--- config.mk ---
export PLATFORM = sky130hd
export DESIGN_NAME = servo_option_ctrl
export DESIGN_NICKNAME = d
export VERILOG_FILES = /design/src/design/servo_option_pkg.sv /design/src/design/servo_option_if.sv /design/src/design/servo_option_ctrl.sv /design/src/design/contact_debounce.sv
export VERILOG_INCLUDE_DIRS = /design/src /design/src/design
export SDC_FILE = /design/constraint.sdc
export NUM_CORES = 2
export LEC_CHECK = 0
export BUFFER_PORTS_ARGS = -buffer_cell sky130_fd_sc_hd__buf_4
export CAP_MARGIN = 20
export CORE_MARGIN = 2
export CORE_UTILIZATION = 50
export DETAILED_ROUTE_END_ITERATION = 6
export HOLD_SLACK_MARGIN = 0.15
export PLACE_DENSITY = 0.78
export SLEW_MARGIN = 20
export SYNTH_ARGS = -nofsm -noshare
export SYNTH_HDL_FRONTEND = slang
export SYNTH_SLANG_ARGS = --single-unit
--- constraint.sdc ---
create_clock -name core_clk -period 4.4 [get_ports core_clk]
set_input_delay 0.22 -clock core_clk [delete_from_list [all_inputs] [get_ports core_clk]]
set_output_delay 0.22 -clock core_clk [all_outputs]
set_load 0.005 [all_outputs]
--- src/design/servo_option_map.svh ---
// Constants for the servo option control block.
`ifndef SERVO_OPTION_MAP_SVH
`define SERVO_OPTION_MAP_SVH
`define EXT_GEN_ENABLE_BIT 14
`define INDICATOR_ENABLE_BIT 9
`define POST_POS_FEEDBACK_BIT 7
`define STOP_METHOD_BIT 6
`define HOLD_BIT 7
`define OPTION_WORD_RESET 16'h0000
`define FEEDBACK_WORD_RESET 16'h0000
`define DEBOUNCE_TIME_US 1000
`define CLOCK_MHZ 20
`define DEBOUNCE_CYCLES (`DEBOUNCE_TIME_US * `CLOCK_MHZ)
`define DECIMAL_SHIFT_MAX 3'h7
`define FLASH_TIME_MS 250
`define FLASH_CYCLES (`FLASH_TIME_MS * 1000 * `CLOCK_MHZ)
`endif

--- src/design/servo_option_pkg.sv ---
// Types shared by the servo option control block.
package servo_option_pkg;
  typedef enum logic [1:0] {
    STOP_RUN,
    STOP_BRAKING,
    STOP_HOLD,
    STOP_RELEASED
  } stop_state_t;
  typedef enum logic {
    SRC_ENCODER,
    SRC_LINE
  } fb_source_t;
endpackage

--- src/design/servo_option_if.sv ---
// Carrier between the contact debouncer and the option control top.
`timescale 1ns/100ps
interface servo_option_if;
  logic selectRaw;
  logic selectOn;
  modport filt (input selectRaw, output selectOn);
  modport top (output selectRaw, input selectOn);
endinterface

--- src/design/servo_option_ctrl.sv ---
// Feedback source, indicator mode and stop control for the servo drive.
`timescale 1ns/100ps
`include "servo_option_map.svh"
module servo_option_ctrl
  import servo_option_pkg::*;
#(
  parameter bit LARGE_UNIT = 1'b0,
  parameter int DEBOUNCE_CYCLES = `DEBOUNCE_CYCLES,
  parameter int FLASH_CYCLES = `FLASH_CYCLES,
  parameter int SWITCH_WIDTH = 20
) (
  input wire logic core_clk,
  input wire logic rst_b,
  input wire logic [15:0] option_switch_word,
  input wire logic [15:0] feedback_switch_word,
  input wire logic [15:0] stop_switch_word,
  input wire logic stopWordWrite,
  input wire logic [2:0] decimal_shift_setting,
  input wire logic ext_phase_a_pos,
  input wire logic ext_phase_a_neg,
  input wire logic ext_phase_b_pos,
  input wire logic ext_phase_b_neg,
  input wire logic ext_phase_c_pos,
  input wire logic ext_phase_c_neg,
  input wire logic encoderStep,
  input wire logic encoderDir,
  input wire logic encoderIndex,
  input wire logic line_feedback_select_b,
  input wire logic positioningDone,
  input wire logic servoOnIn,
  input wire logic serial_servo_off_cmd,
  input wire logic powerLoss,
  input wire logic motorStopped,
  input wire logic serialRxActive,
  input wire logic serialTxData,
  input wire logic indicatorTxData,
  input wire logic [SWITCH_WIDTH-1:0] switchPosition,
  input wire logic [SWITCH_WIDTH-1:0] switchFeedSpeed,
  output logic feedbackStep,
  output logic feedbackDir,
  output logic feedbackIndex,
  output logic lineFeedbackActive,
  output logic indicatorMode,
  output logic txOut,
  output logic [7:0] decimalPointSel,
  output logic [SWITCH_WIDTH+23:0] scaledPosition,
  output logic [SWITCH_WIDTH+23:0] scaledFeedSpeed,
  output logic servoOff,
  output logic dynamic_brake,
  output logic motorPowerOn,
  output logic brake_interlock_out,
  output logic holdBit
);
  servo_option_if selIf();
  logic [2:0] aSync1_q, aSync2_q;
  logic [1:0] phaseAB_q;
  logic lineStep_d, lineDir_d;
  logic lineEnable;
  logic posDone_q;
  logic indicatorLatched_q;
  logic rxSeen_q;
  logic flash_q;
  logic [31:0] flashCount_q;
  logic holdBit_q;
  stop_state_t stop_q;
  logic servoOffReq;
  logic coastSel;

  // Ten raised to a shift of zero to seven.
  function automatic logic [23:0] pow10(input logic [2:0] s);
    logic [23:0] r;
    r = 24'h1;
    for (int i = 0; i < 7; i++) begin
      if (i < int'(s)) begin
        r = 24'(r * 24'ha);
      end
    end
    return r;
  endfunction

  assign selIf.selectRaw = line_feedback_select_b;
  contact_debounce #(.STABLE_CYCLES(DEBOUNCE_CYCLES)) uDebounce (
    .core_clk(core_clk),
    .rst_b(rst_b),
    .sel(selIf.filt)
  );

  // Pin inputs of the generator pass two flip-flops; only the positive
  // leg of each pair is decoded, the negative legs belong to the receiver.
  always_ff @(posedge core_clk or negedge rst_b) begin
    if (!rst_b) begin
      aSync1_q <= 3'h0;
      aSync2_q <= 3'h0;
    end else begin
      aSync1_q <= {ext_phase_c_pos, ext_phase_b_pos, ext_phase_a_pos};
      aSync2_q <= aSync1_q;
    end
  end

  // Quadrature decode: every A or B edge is one command unit.
  always_ff @(posedge core_clk or negedge rst_b) begin
    if (!rst_b) begin
      phaseAB_q <= 2'h0;
    end else begin
      phaseAB_q <= aSync2_q[1:0];
    end
  end

  // Exactly one step per line pulse edge; no gear scaling here.
  always_comb begin
    lineStep_d = (aSync2_q[1:0] != phaseAB_q);
    lineDir_d = aSync2_q[0] ^ phaseAB_q[1];
  end

  // Positioning completion is a same-clock level and is tracked directly.
  always_ff @(posedge core_clk or negedge rst_b) begin
    if (!rst_b) begin
      posDone_q <= 1'b0;
    end else begin
      posDone_q <= positioningDone;
    end
  end

  // Source choice: enable bit, then contact, then post-positioning override.
  always_comb begin
    lineEnable = option_switch_word[`EXT_GEN_ENABLE_BIT]
      & selIf.selectOn
      & (feedback_switch_word[`POST_POS_FEEDBACK_BIT] | ~posDone_q);
  end

  // Feedback outputs are registered so the selected source never glitches.
  always_ff @(posedge core_clk or negedge rst_b) begin
    if (!rst_b) begin
      feedbackStep <= 1'b0;
      feedbackDir <= 1'b0;
      feedbackIndex <= 1'b0;
      lineFeedbackActive <= 1'b0;
    end else begin
      lineFeedbackActive <= lineEnable;
      if (lineEnable) begin
        feedbackStep <= lineStep_d;
        feedbackDir <= lineDir_d;
        // Phase C is only needed for index homing; an open input reads low.
        feedbackIndex <= aSync2_q[2];
      end else begin
        feedbackStep <= encoderStep;
        feedbackDir <= encoderDir;
        feedbackIndex <= encoderIndex;
      end
    end
  end

  // Enable follows the option bit every cycle until the first receive in indicator mode.
  always_ff @(posedge core_clk or negedge rst_b) begin
    if (!rst_b) begin
      indicatorLatched_q <= 1'b0;
      rxSeen_q <= 1'b0;
    end else if (!rxSeen_q) begin
      indicatorLatched_q <= option_switch_word[`INDICATOR_ENABLE_BIT];
      if (serialRxActive && indicatorLatched_q) begin
        rxSeen_q <= 1'b1;
        indicatorLatched_q <= 1'b0;
      end
    end
  end

  assign indicatorMode = indicatorLatched_q;

  // One terminal: indicator data or serial data, never both.
  always_ff @(posedge core_clk or negedge rst_b) begin
    if (!rst_b) begin
      txOut <= 1'b1;
    end else if (indicatorLatched_q) begin
      txOut <= indicatorTxData;
    end else begin
      txOut <= serialTxData;
    end
  end

  // Flash timer for the selected decimal point.
  always_ff @(posedge core_clk or negedge rst_b) begin
    if (!rst_b) begin
      flashCount_q <= 32'h0;
      flash_q <= 1'b0;
    end else if (flashCount_q >= 32'(FLASH_CYCLES - 1)) begin
      flashCount_q <= 32'h0;
      flash_q <= ~flash_q;
    end else begin
      flashCount_q <= flashCount_q + 32'h1;
    end
  end

  // Decimal point one-hot, blanked on alternate flash phases.
  always_ff @(posedge core_clk or negedge rst_b) begin
    if (!rst_b) begin
      decimalPointSel <= 8'h00;
    end else begin
      decimalPointSel <= flash_q ? (8'h01 << decimal_shift_setting) : 8'h00;
    end
  end

  // The same shift scales both switch values, so they cannot diverge.
  always_ff @(posedge core_clk or negedge rst_b) begin
    if (!rst_b) begin
      scaledPosition <= '0;
      scaledFeedSpeed <= '0;
    end else begin
      scaledPosition <= (SWITCH_WIDTH+24)'(switchPosition
        * pow10(decimal_shift_setting));
      scaledFeedSpeed <= (SWITCH_WIDTH+24)'(switchFeedSpeed
        * pow10(decimal_shift_setting));
    end
  end

  // Hold bit: reset by power class; large units refuse a one.
  always_ff @(posedge core_clk or negedge rst_b) begin
    // Small units come up holding, large units come up releasing.
    if (!rst_b) begin
      holdBit_q <= ~LARGE_UNIT;
    end else if (LARGE_UNIT) begin
      holdBit_q <= 1'b0;
    end else if (stopWordWrite) begin
      holdBit_q <= stop_switch_word[`HOLD_BIT];
    end
  end

  assign holdBit = holdBit_q;
  assign servoOffReq = ~servoOnIn | serial_servo_off_cmd | powerLoss;
  assign coastSel = stop_switch_word[`STOP_METHOD_BIT];

  // Stop sequencer; coasting skips the brake states when leaving STOP_RUN, but reset starts in STOP_BRAKING.
  always_ff @(posedge core_clk or negedge rst_b) begin
    if (!rst_b) begin
      stop_q <= STOP_BRAKING;
    end else begin
      case (stop_q)
        STOP_RUN: begin
          if (servoOffReq) begin
            stop_q <= coastSel ? STOP_RELEASED : STOP_BRAKING;
          end
        end
        STOP_BRAKING: begin
          if (!servoOffReq) begin
            stop_q <= STOP_RUN;
          end else if (motorStopped) begin
            stop_q <= holdBit_q ? STOP_HOLD : STOP_RELEASED;
          end
        end
        STOP_HOLD, STOP_RELEASED: begin
          if (!servoOffReq) begin
            stop_q <= STOP_RUN;
          end
        end
        default: begin
          stop_q <= STOP_BRAKING;
        end
      endcase
    end
  end

  // Outputs of the stop path, registered from the state.
  always_ff @(posedge core_clk or negedge rst_b) begin
    if (!rst_b) begin
      servoOff <= 1'b1;
      dynamic_brake <= 1'b1;
      motorPowerOn <= 1'b0;
      brake_interlock_out <= 1'b1;
    end else begin
      servoOff <= (stop_q != STOP_RUN);
      dynamic_brake <= (stop_q == STOP_BRAKING) || (stop_q == STOP_HOLD);
      motorPowerOn <= (stop_q == STOP_RUN);
      // High applies the holding brake; the relay is outside.
      brake_interlock_out <= (stop_q != STOP_RUN);
    end
  end
endmodule

--- src/design/contact_debounce.sv ---
// Synchroniser and debouncer for the active-low feedback select contact.
`timescale 1ns/100ps
`include "servo_option_map.svh"
module contact_debounce #(
  parameter int STABLE_CYCLES = `DEBOUNCE_CYCLES
) (
  input wire logic core_clk,
  input wire logic rst_b,
  servo_option_if.filt sel
);
  logic meta_q;
  logic sync_q;
  logic [31:0] count_q;
  logic level_q;

  // Two flip-flops; only sync_q is looked at by the filter.
  always_ff @(posedge core_clk or negedge rst_b) begin
    if (!rst_b) begin
      meta_q <= 1'b1;
      sync_q <= 1'b1;
    end else begin
      meta_q <= sel.selectRaw;
      sync_q <= meta_q;
    end
  end

  // The level changes only after it has held still for the whole time.
  always_ff @(posedge core_clk or negedge rst_b) begin
    if (!rst_b) begin
      count_q <= 32'h0;
      level_q <= 1'b1;
    end else if (sync_q == level_q) begin
      count_q <= 32'h0;
    end else if (count_q >= 32'(STABLE_CYCLES - 1)) begin
      count_q <= 32'h0;
      level_q <= sync_q;
    end else begin
      count_q <= count_q + 32'h1;
    end
  end

  // Contact ON is the low level.
  assign sel.selectOn = ~level_q;
endmodule

# After elaboration in Yosys (flattened, before gate mapping)
# Index checks and enable logic that the tools add are counted.
# word_totals
reg_bits	186
inputBits	112
output_inout_bits	107
word_cells	96
# classes
n_mux	25
add_sub_neg	2
n_bitwise	11
shift	1
eq_ne	8
reduce_logical	7
multipliers	8
magnitude_cmp	9
# ops
operator	n
24-bit by 3-bit multiplier with 23-bit output (second input constant)	6
24-bit two-way mux	6
32-bit two-way mux	3
20-bit by 24-bit multiplier with 44-bit output	2
32-bit by 1-bit adder with 32-bit output (second input constant)	2
32-bit by 15-bit greater-or-equal comparator with 1-bit output (second input constant)	1
32-bit by 23-bit greater-or-equal comparator with 1-bit output (second input constant)	1
2-bit two-way mux	5
3-bit < comparator (first input constant)	3
1-bit two-way mux	8
8-bit two-way mux	1
1-bit by 3-bit left shift with 8-bit output (first input constant)	1
1-bit by 3-bit < comparator with 1-bit output (first input constant)	2
2-bit by 3-bit < comparator with 1-bit output (first input constant)	2
2-bit one-hot mux with 3 select lines	1
1-bit NOT	5
2-bit equality test (second input constant)	2
4-bit two-way mux	1
2-bit != test (second input constant)	2
3-bit != test (second input constant)	1
1-bit OR	3
3-bit AND reduction	1
1-bit bitwise AND	2
2-bit by 1-bit equality test with 1-bit output (second input constant)	1
9 further kinds	9

# Depth between registers and ports, before layout
# logic_depth
ltp_word	15
ltp_mapped	65
ltp_nobuf	62

# Modules after synthesis
# A second synthesis with hierarchy kept.
# hier_totals
cells_unflattened	4527
area_unflattened_um2	41154.5
# modules_own_cells
module	area_per_inst_um2	seq_area_each_um2	cells_per_inst	instances
servo_option_ctrl	39837.0	3784.9	4418	1
contact_debounce	1317.5	879.6	109	1

# Worst setup path before layout
# No wires, ideal clock.
# synth_timing
path_type	input to register
start	input port decimal_shift_setting[0]
end	register scaledPosition[42]
stages	60
setup_time_ps	128
slack_ps	-8744
t_arrival_ps	13016
cell_sequence	buf_2 -> a21oi_1 -> inv_1 -> ha_1 -> ha_1 -> a21oi_1 -> a21boi_2 -> o21bai_1 -> a21oi_1 -> o21bai_1 -> xnor2_1 -> nor2_1 -> ha_1 -> ha_1 -> o211ai_1 -> o21bai_1 -> nand2_1 -> xnor2_1 -> [24 not listed] -> fa_1 -> fa_1 -> inv_1 -> fa_1 -> inv_1 -> fa_1 -> inv_1 -> ha_1 -> clkbuf_1 -> a21o_1 -> a211o_1 -> a31oi_1 -> a311oi_2 -> a31oi_1 -> o21ai_2 -> a211oi_1 -> o21bai_1 -> xor2_1
# synth_via
elab_chain_len	15
# synth_lines
element	line	rtl
start: declaration	servo_option_ctrl.sv:18	input wire logic [2:0] decimal_shift_setting,
1-bit by 3-bit < comparator with 1-bit output	servo_option_ctrl.sv:74	if (i < int'(s)) begin
4-bit two-way mux	servo_option_ctrl.sv:74	
24-bit by 3-bit multiplier with 23-bit output	servo_option_ctrl.sv:75	r = 24'(r * 24'ha);
24-bit two-way mux	servo_option_ctrl.sv:74	
24-bit by 3-bit multiplier with 23-bit output	servo_option_ctrl.sv:75	
24-bit two-way mux	servo_option_ctrl.sv:74	
24-bit by 3-bit multiplier with 23-bit output	servo_option_ctrl.sv:75	
24-bit two-way mux	servo_option_ctrl.sv:74	
24-bit by 3-bit multiplier with 23-bit output	servo_option_ctrl.sv:75	
24-bit two-way mux	servo_option_ctrl.sv:74	
24-bit by 3-bit multiplier with 23-bit output	servo_option_ctrl.sv:75	
24-bit two-way mux	servo_option_ctrl.sv:74	
24-bit by 3-bit multiplier with 23-bit output	servo_option_ctrl.sv:75	
24-bit two-way mux (*)	servo_option_ctrl.sv:74	
20-bit by 24-bit multiplier with 44-bit output (*)	servo_option_ctrl.sv:209	* pow10(decimal_shift_setting));
end signal: assignment	servo_option_ctrl.sv:208	scaledPosition <= (SWITCH_WIDTH+24)'(switchPosition
end: declaration	servo_option_ctrl.sv:46	output logic [SWITCH_WIDTH+23:0] scaledPosition,
# Every way passes the cells marked *; elsewhere a longest branch is shown, timed or not.
# A chain may end at the register's enable or synchronous reset.

# Worst setup path in the final report
# layout_timing
start	input port decimal_shift_setting[1]
end	register scaledPosition[42]
# Same word-level chain as after synthesis.

==> impl_metrics.json <==
{
  "status": "finished with violations",
  "violations": "negative setup slack",
  "fillers": 6098,
  "yosys.area_share.xor_xnor": 0.03481,
  "path_class": "primary input to register",
  "multiInputGateArea_um2": 36120,
  "rows": 105,
  "period_needed_ns": 11.91,
  "worst_pin_slew_ns": 0.9918,
  "core_area_um2": 82370,
  "cp-start-kind": "primary input",
  "rsz0062_at_grt": "yes",
  "synthArstFlopShare": 1.000,
  "hold_path_class": "primary input to register",
  "final_hold_viol_count": 0,
  "placed_cells": 6335,
  "gr-usage-all-layers": 0.2855,
  "drive_above_1_share": 0.2768,
  "die_w_um": 292.8,
  "postRouteAntennaNets": 0,
  "setup-violations-final": 78,
  "synth_area_um2": 41690,
  "cts_tree": "done",
  "crit_top_cell": "ha_4",
  "cp.required_ns": 4.85,
  "slowest_delay_ns": 0.57,
  "synth-edff-count": 0,
  "post_synth_inst_count": 4624,
  "synthTopCellsByArea": "fa_1 38%, ha_1 13%, dfrtp_1 11%, inv_1 8.1%, nand2_1 5.7%",
  "h-tree-depth": 4,
  "clock_latency_ns": 0.53,
  "grt_max_degree": 93,
  "cp-end-kind": "register",
  "numCtsBuffers": 17,
  "yosysTopAreaCell": "fa_1",
  "dr.pass1.iters": 5,
  "synth_warnings": 0,
  "grt_antenna_before_repair": 2,
  "area_growth_pct": 31.03,
  "pre_cts_ws_ns": -8.084,
  "slew_viol_final": 0,
  "cp_data_arrival_time_ns": 12.36,
  "seq_area_frac_synth": 0.1119,
  "gp_congestion": 0.9248,
  "ioPinCount": 219,
  "vias_per_cell": 5.412,
  "cpMaxStageDelayCell": "fa_1",
  "grt_pass1_wl_um": 194900,
  "cts.sinks": 186,
  "synthAdderAreaFrac": 0.5043,
  "grt_overflow": 0,
  "synth.most_common_cell": "inv_1",
  "drc_errors": 0,
  "cts.clk_slew.worst_paths_ns": 0.08,
  "setup_slack_ns": -7.509,
  "fin_cells": 6537,
  "relSlewSlack": 0.3382,
  "die_h_um": 292.8,
  "routedWlPerCell_um": 18.12,
  "final-seq-area_um2": 4664,
  "first_iter_violations": 2325,
  "cts_root_buf": "clkbuf_16",
  "n_antenna_cell": 0,
  "synth_ff_type": "dfrtp_1",
  "nets": 6774,
  "synth.top_cell.area_share": 0.3779,
  "synth_top_family_by_area": "adder cells",
  "synthTopCellsByCount": "895 x inv_1, 787 x fa_1, 633 x nand2_1, 421 x ha_1, 368 x and2_1",
  "synth-simple-area-share": 0.1640,
  "clockBufferDepth": 2,
  "critPathMaxFanout": 4,
  "fin_crit_sh": 2.707,
  "muxShareOfSynthArea": 0.004082,
  "routed_wl_um": 118500,
  "vias": 35380,
  "die-area_um2": 85710,
  "clock_skew_ns": 0.01092,
  "synth_cell_type_count": 76,
  "synth_compound_area_frac": 0.07725,
  "grt_pass1_vias": 38680,
  "syn_area_per_cell_um2": 9.016,
  "start_util": 0.5061,
  "ys_ff_latch": 186,
  "dp_hpwl_um": 91890,
  "fmax_mhz": 83.97,
  "cap_violations": 0,
  "io_buffers": 172
}
cells in the final DEF, fill, tap and decap left out, types with 77 or more instances in the layout:
cell / synthesis / routed
nand2_1: 633 / 606
nor2_1: 147 / 125
buf_4: 1 / 872
dfrtp_1: 178 / 178
and3_1: 86 / 77
inv_1: 895 / 873
and2_1: 368 / 347
fa_1: 787 / 773
nand3_1: 92 / 81
ha_4: 0 / 99
ha_1: 421 / 320
state kept, by name, summed over array words and instances, names as in the netlist, 2 cells and up:
register           count
stop_q                 2
flashCount_q          32
scaledPosition        44
scaledFeedSpeed       44
phaseAB_q              2
aSync2_q               3
aSync1_q               3
uDebounce.count_q     32
decimalPointSel        8
layout make-up:
class                      instances  share of cell area
clock buffer                      17            0.007787
sequential                       186             0.08539
tap                             1070             0.02451
inverter                         896             0.06166
multi-input combinational       3334              0.6612
clock inverter                    15            0.004054
timing repair buffer            1019              0.1555
cell families (layout without fill, tap and decap cells):
| family | count (synthesis) | after routing |
|---|---|---|
| xor gates and xnor gates | 164 | 164 |
| muxes | 16 | 16 |
| adders and majority gates | 1208 | 1208 |
| and+or+nand+nor | 1425 | 1425 |
| other | 2 | 31 |
| AOI/OAI and AO/OA | 490 | 490 |
| DFF | 186 | 186 |
| buffers and inverters | 1133 | 1947 |
layer usage:
| layer | track usage | up-vias | part of all wire |
|---|---|---|---|
| li1 | - | 15850 | - |
| met1 | 0.3586 | 17860 | 0.39 |
| met2 | 0.4894 | 1327 | 0.50 |
| met3 | 0.04629 | 334 | 0.067 |
| met4 | 0.1194 | 2 | 0.044 |
| met5 | 0 | - | 0.00011 |
final timing paths:
path | startpoint | endpoint | cells after the start | slack [ns]
max | decimal_shift_setting[1] | scaledPosition[42] | 58 | -7.51
min | decimal_shift_setting[0] | decimalPointSel[3] | 4 | 0.24
max reg2reg | flashCount_q[0] | flashCount_q[7] | 10 | 1.57
min reg2reg | aSync1_q[1] | aSync2_q[1] | 0 | 0.35
max in group asynchronous | rst_b | scaledFeedSpeed[22] | 3 | 3.16
min in group asynchronous | rst_b | stop_q[1] | 2 | 0.30
what timing repair did:
item	CTS	global route
gates cloned	1	0
pin swaps	241	153
gates resized for setup	316	100
buffers inserted	112	34
hold endpoints to repair	109	0
hold buffers	32	0
setup endpoints to repair	80	78
stage by stage:
step,area [µm²],TNS (ns),hold slack [ns],utilization
floorplan,43590,-455.15,-0.07559,-
global route,54630,-502.43,0.2255,0.6632
CTS,53830,-457.28,0.1586,0.6534
finish,54630,-474.90,0.2363,0.6632
global placement,50340,-519.95,0.3294,0.6111
detailed placement,50340,-530.11,0.3306,0.6111
critical path, delay by kind of cell:
family	cells	cell delay, ns
adder cells (fa/ha/maj)	16	5.92
XOR/XNOR	4	0.75
AO/OA/AOI/OAI	17	2.85
buffers and inverters	14	1.40
AND/OR/NAND/NOR	7	1.23
Power is not shown: default switching activity piles up to over one toggle a cycle in this logic, so the estimate is an artifact.
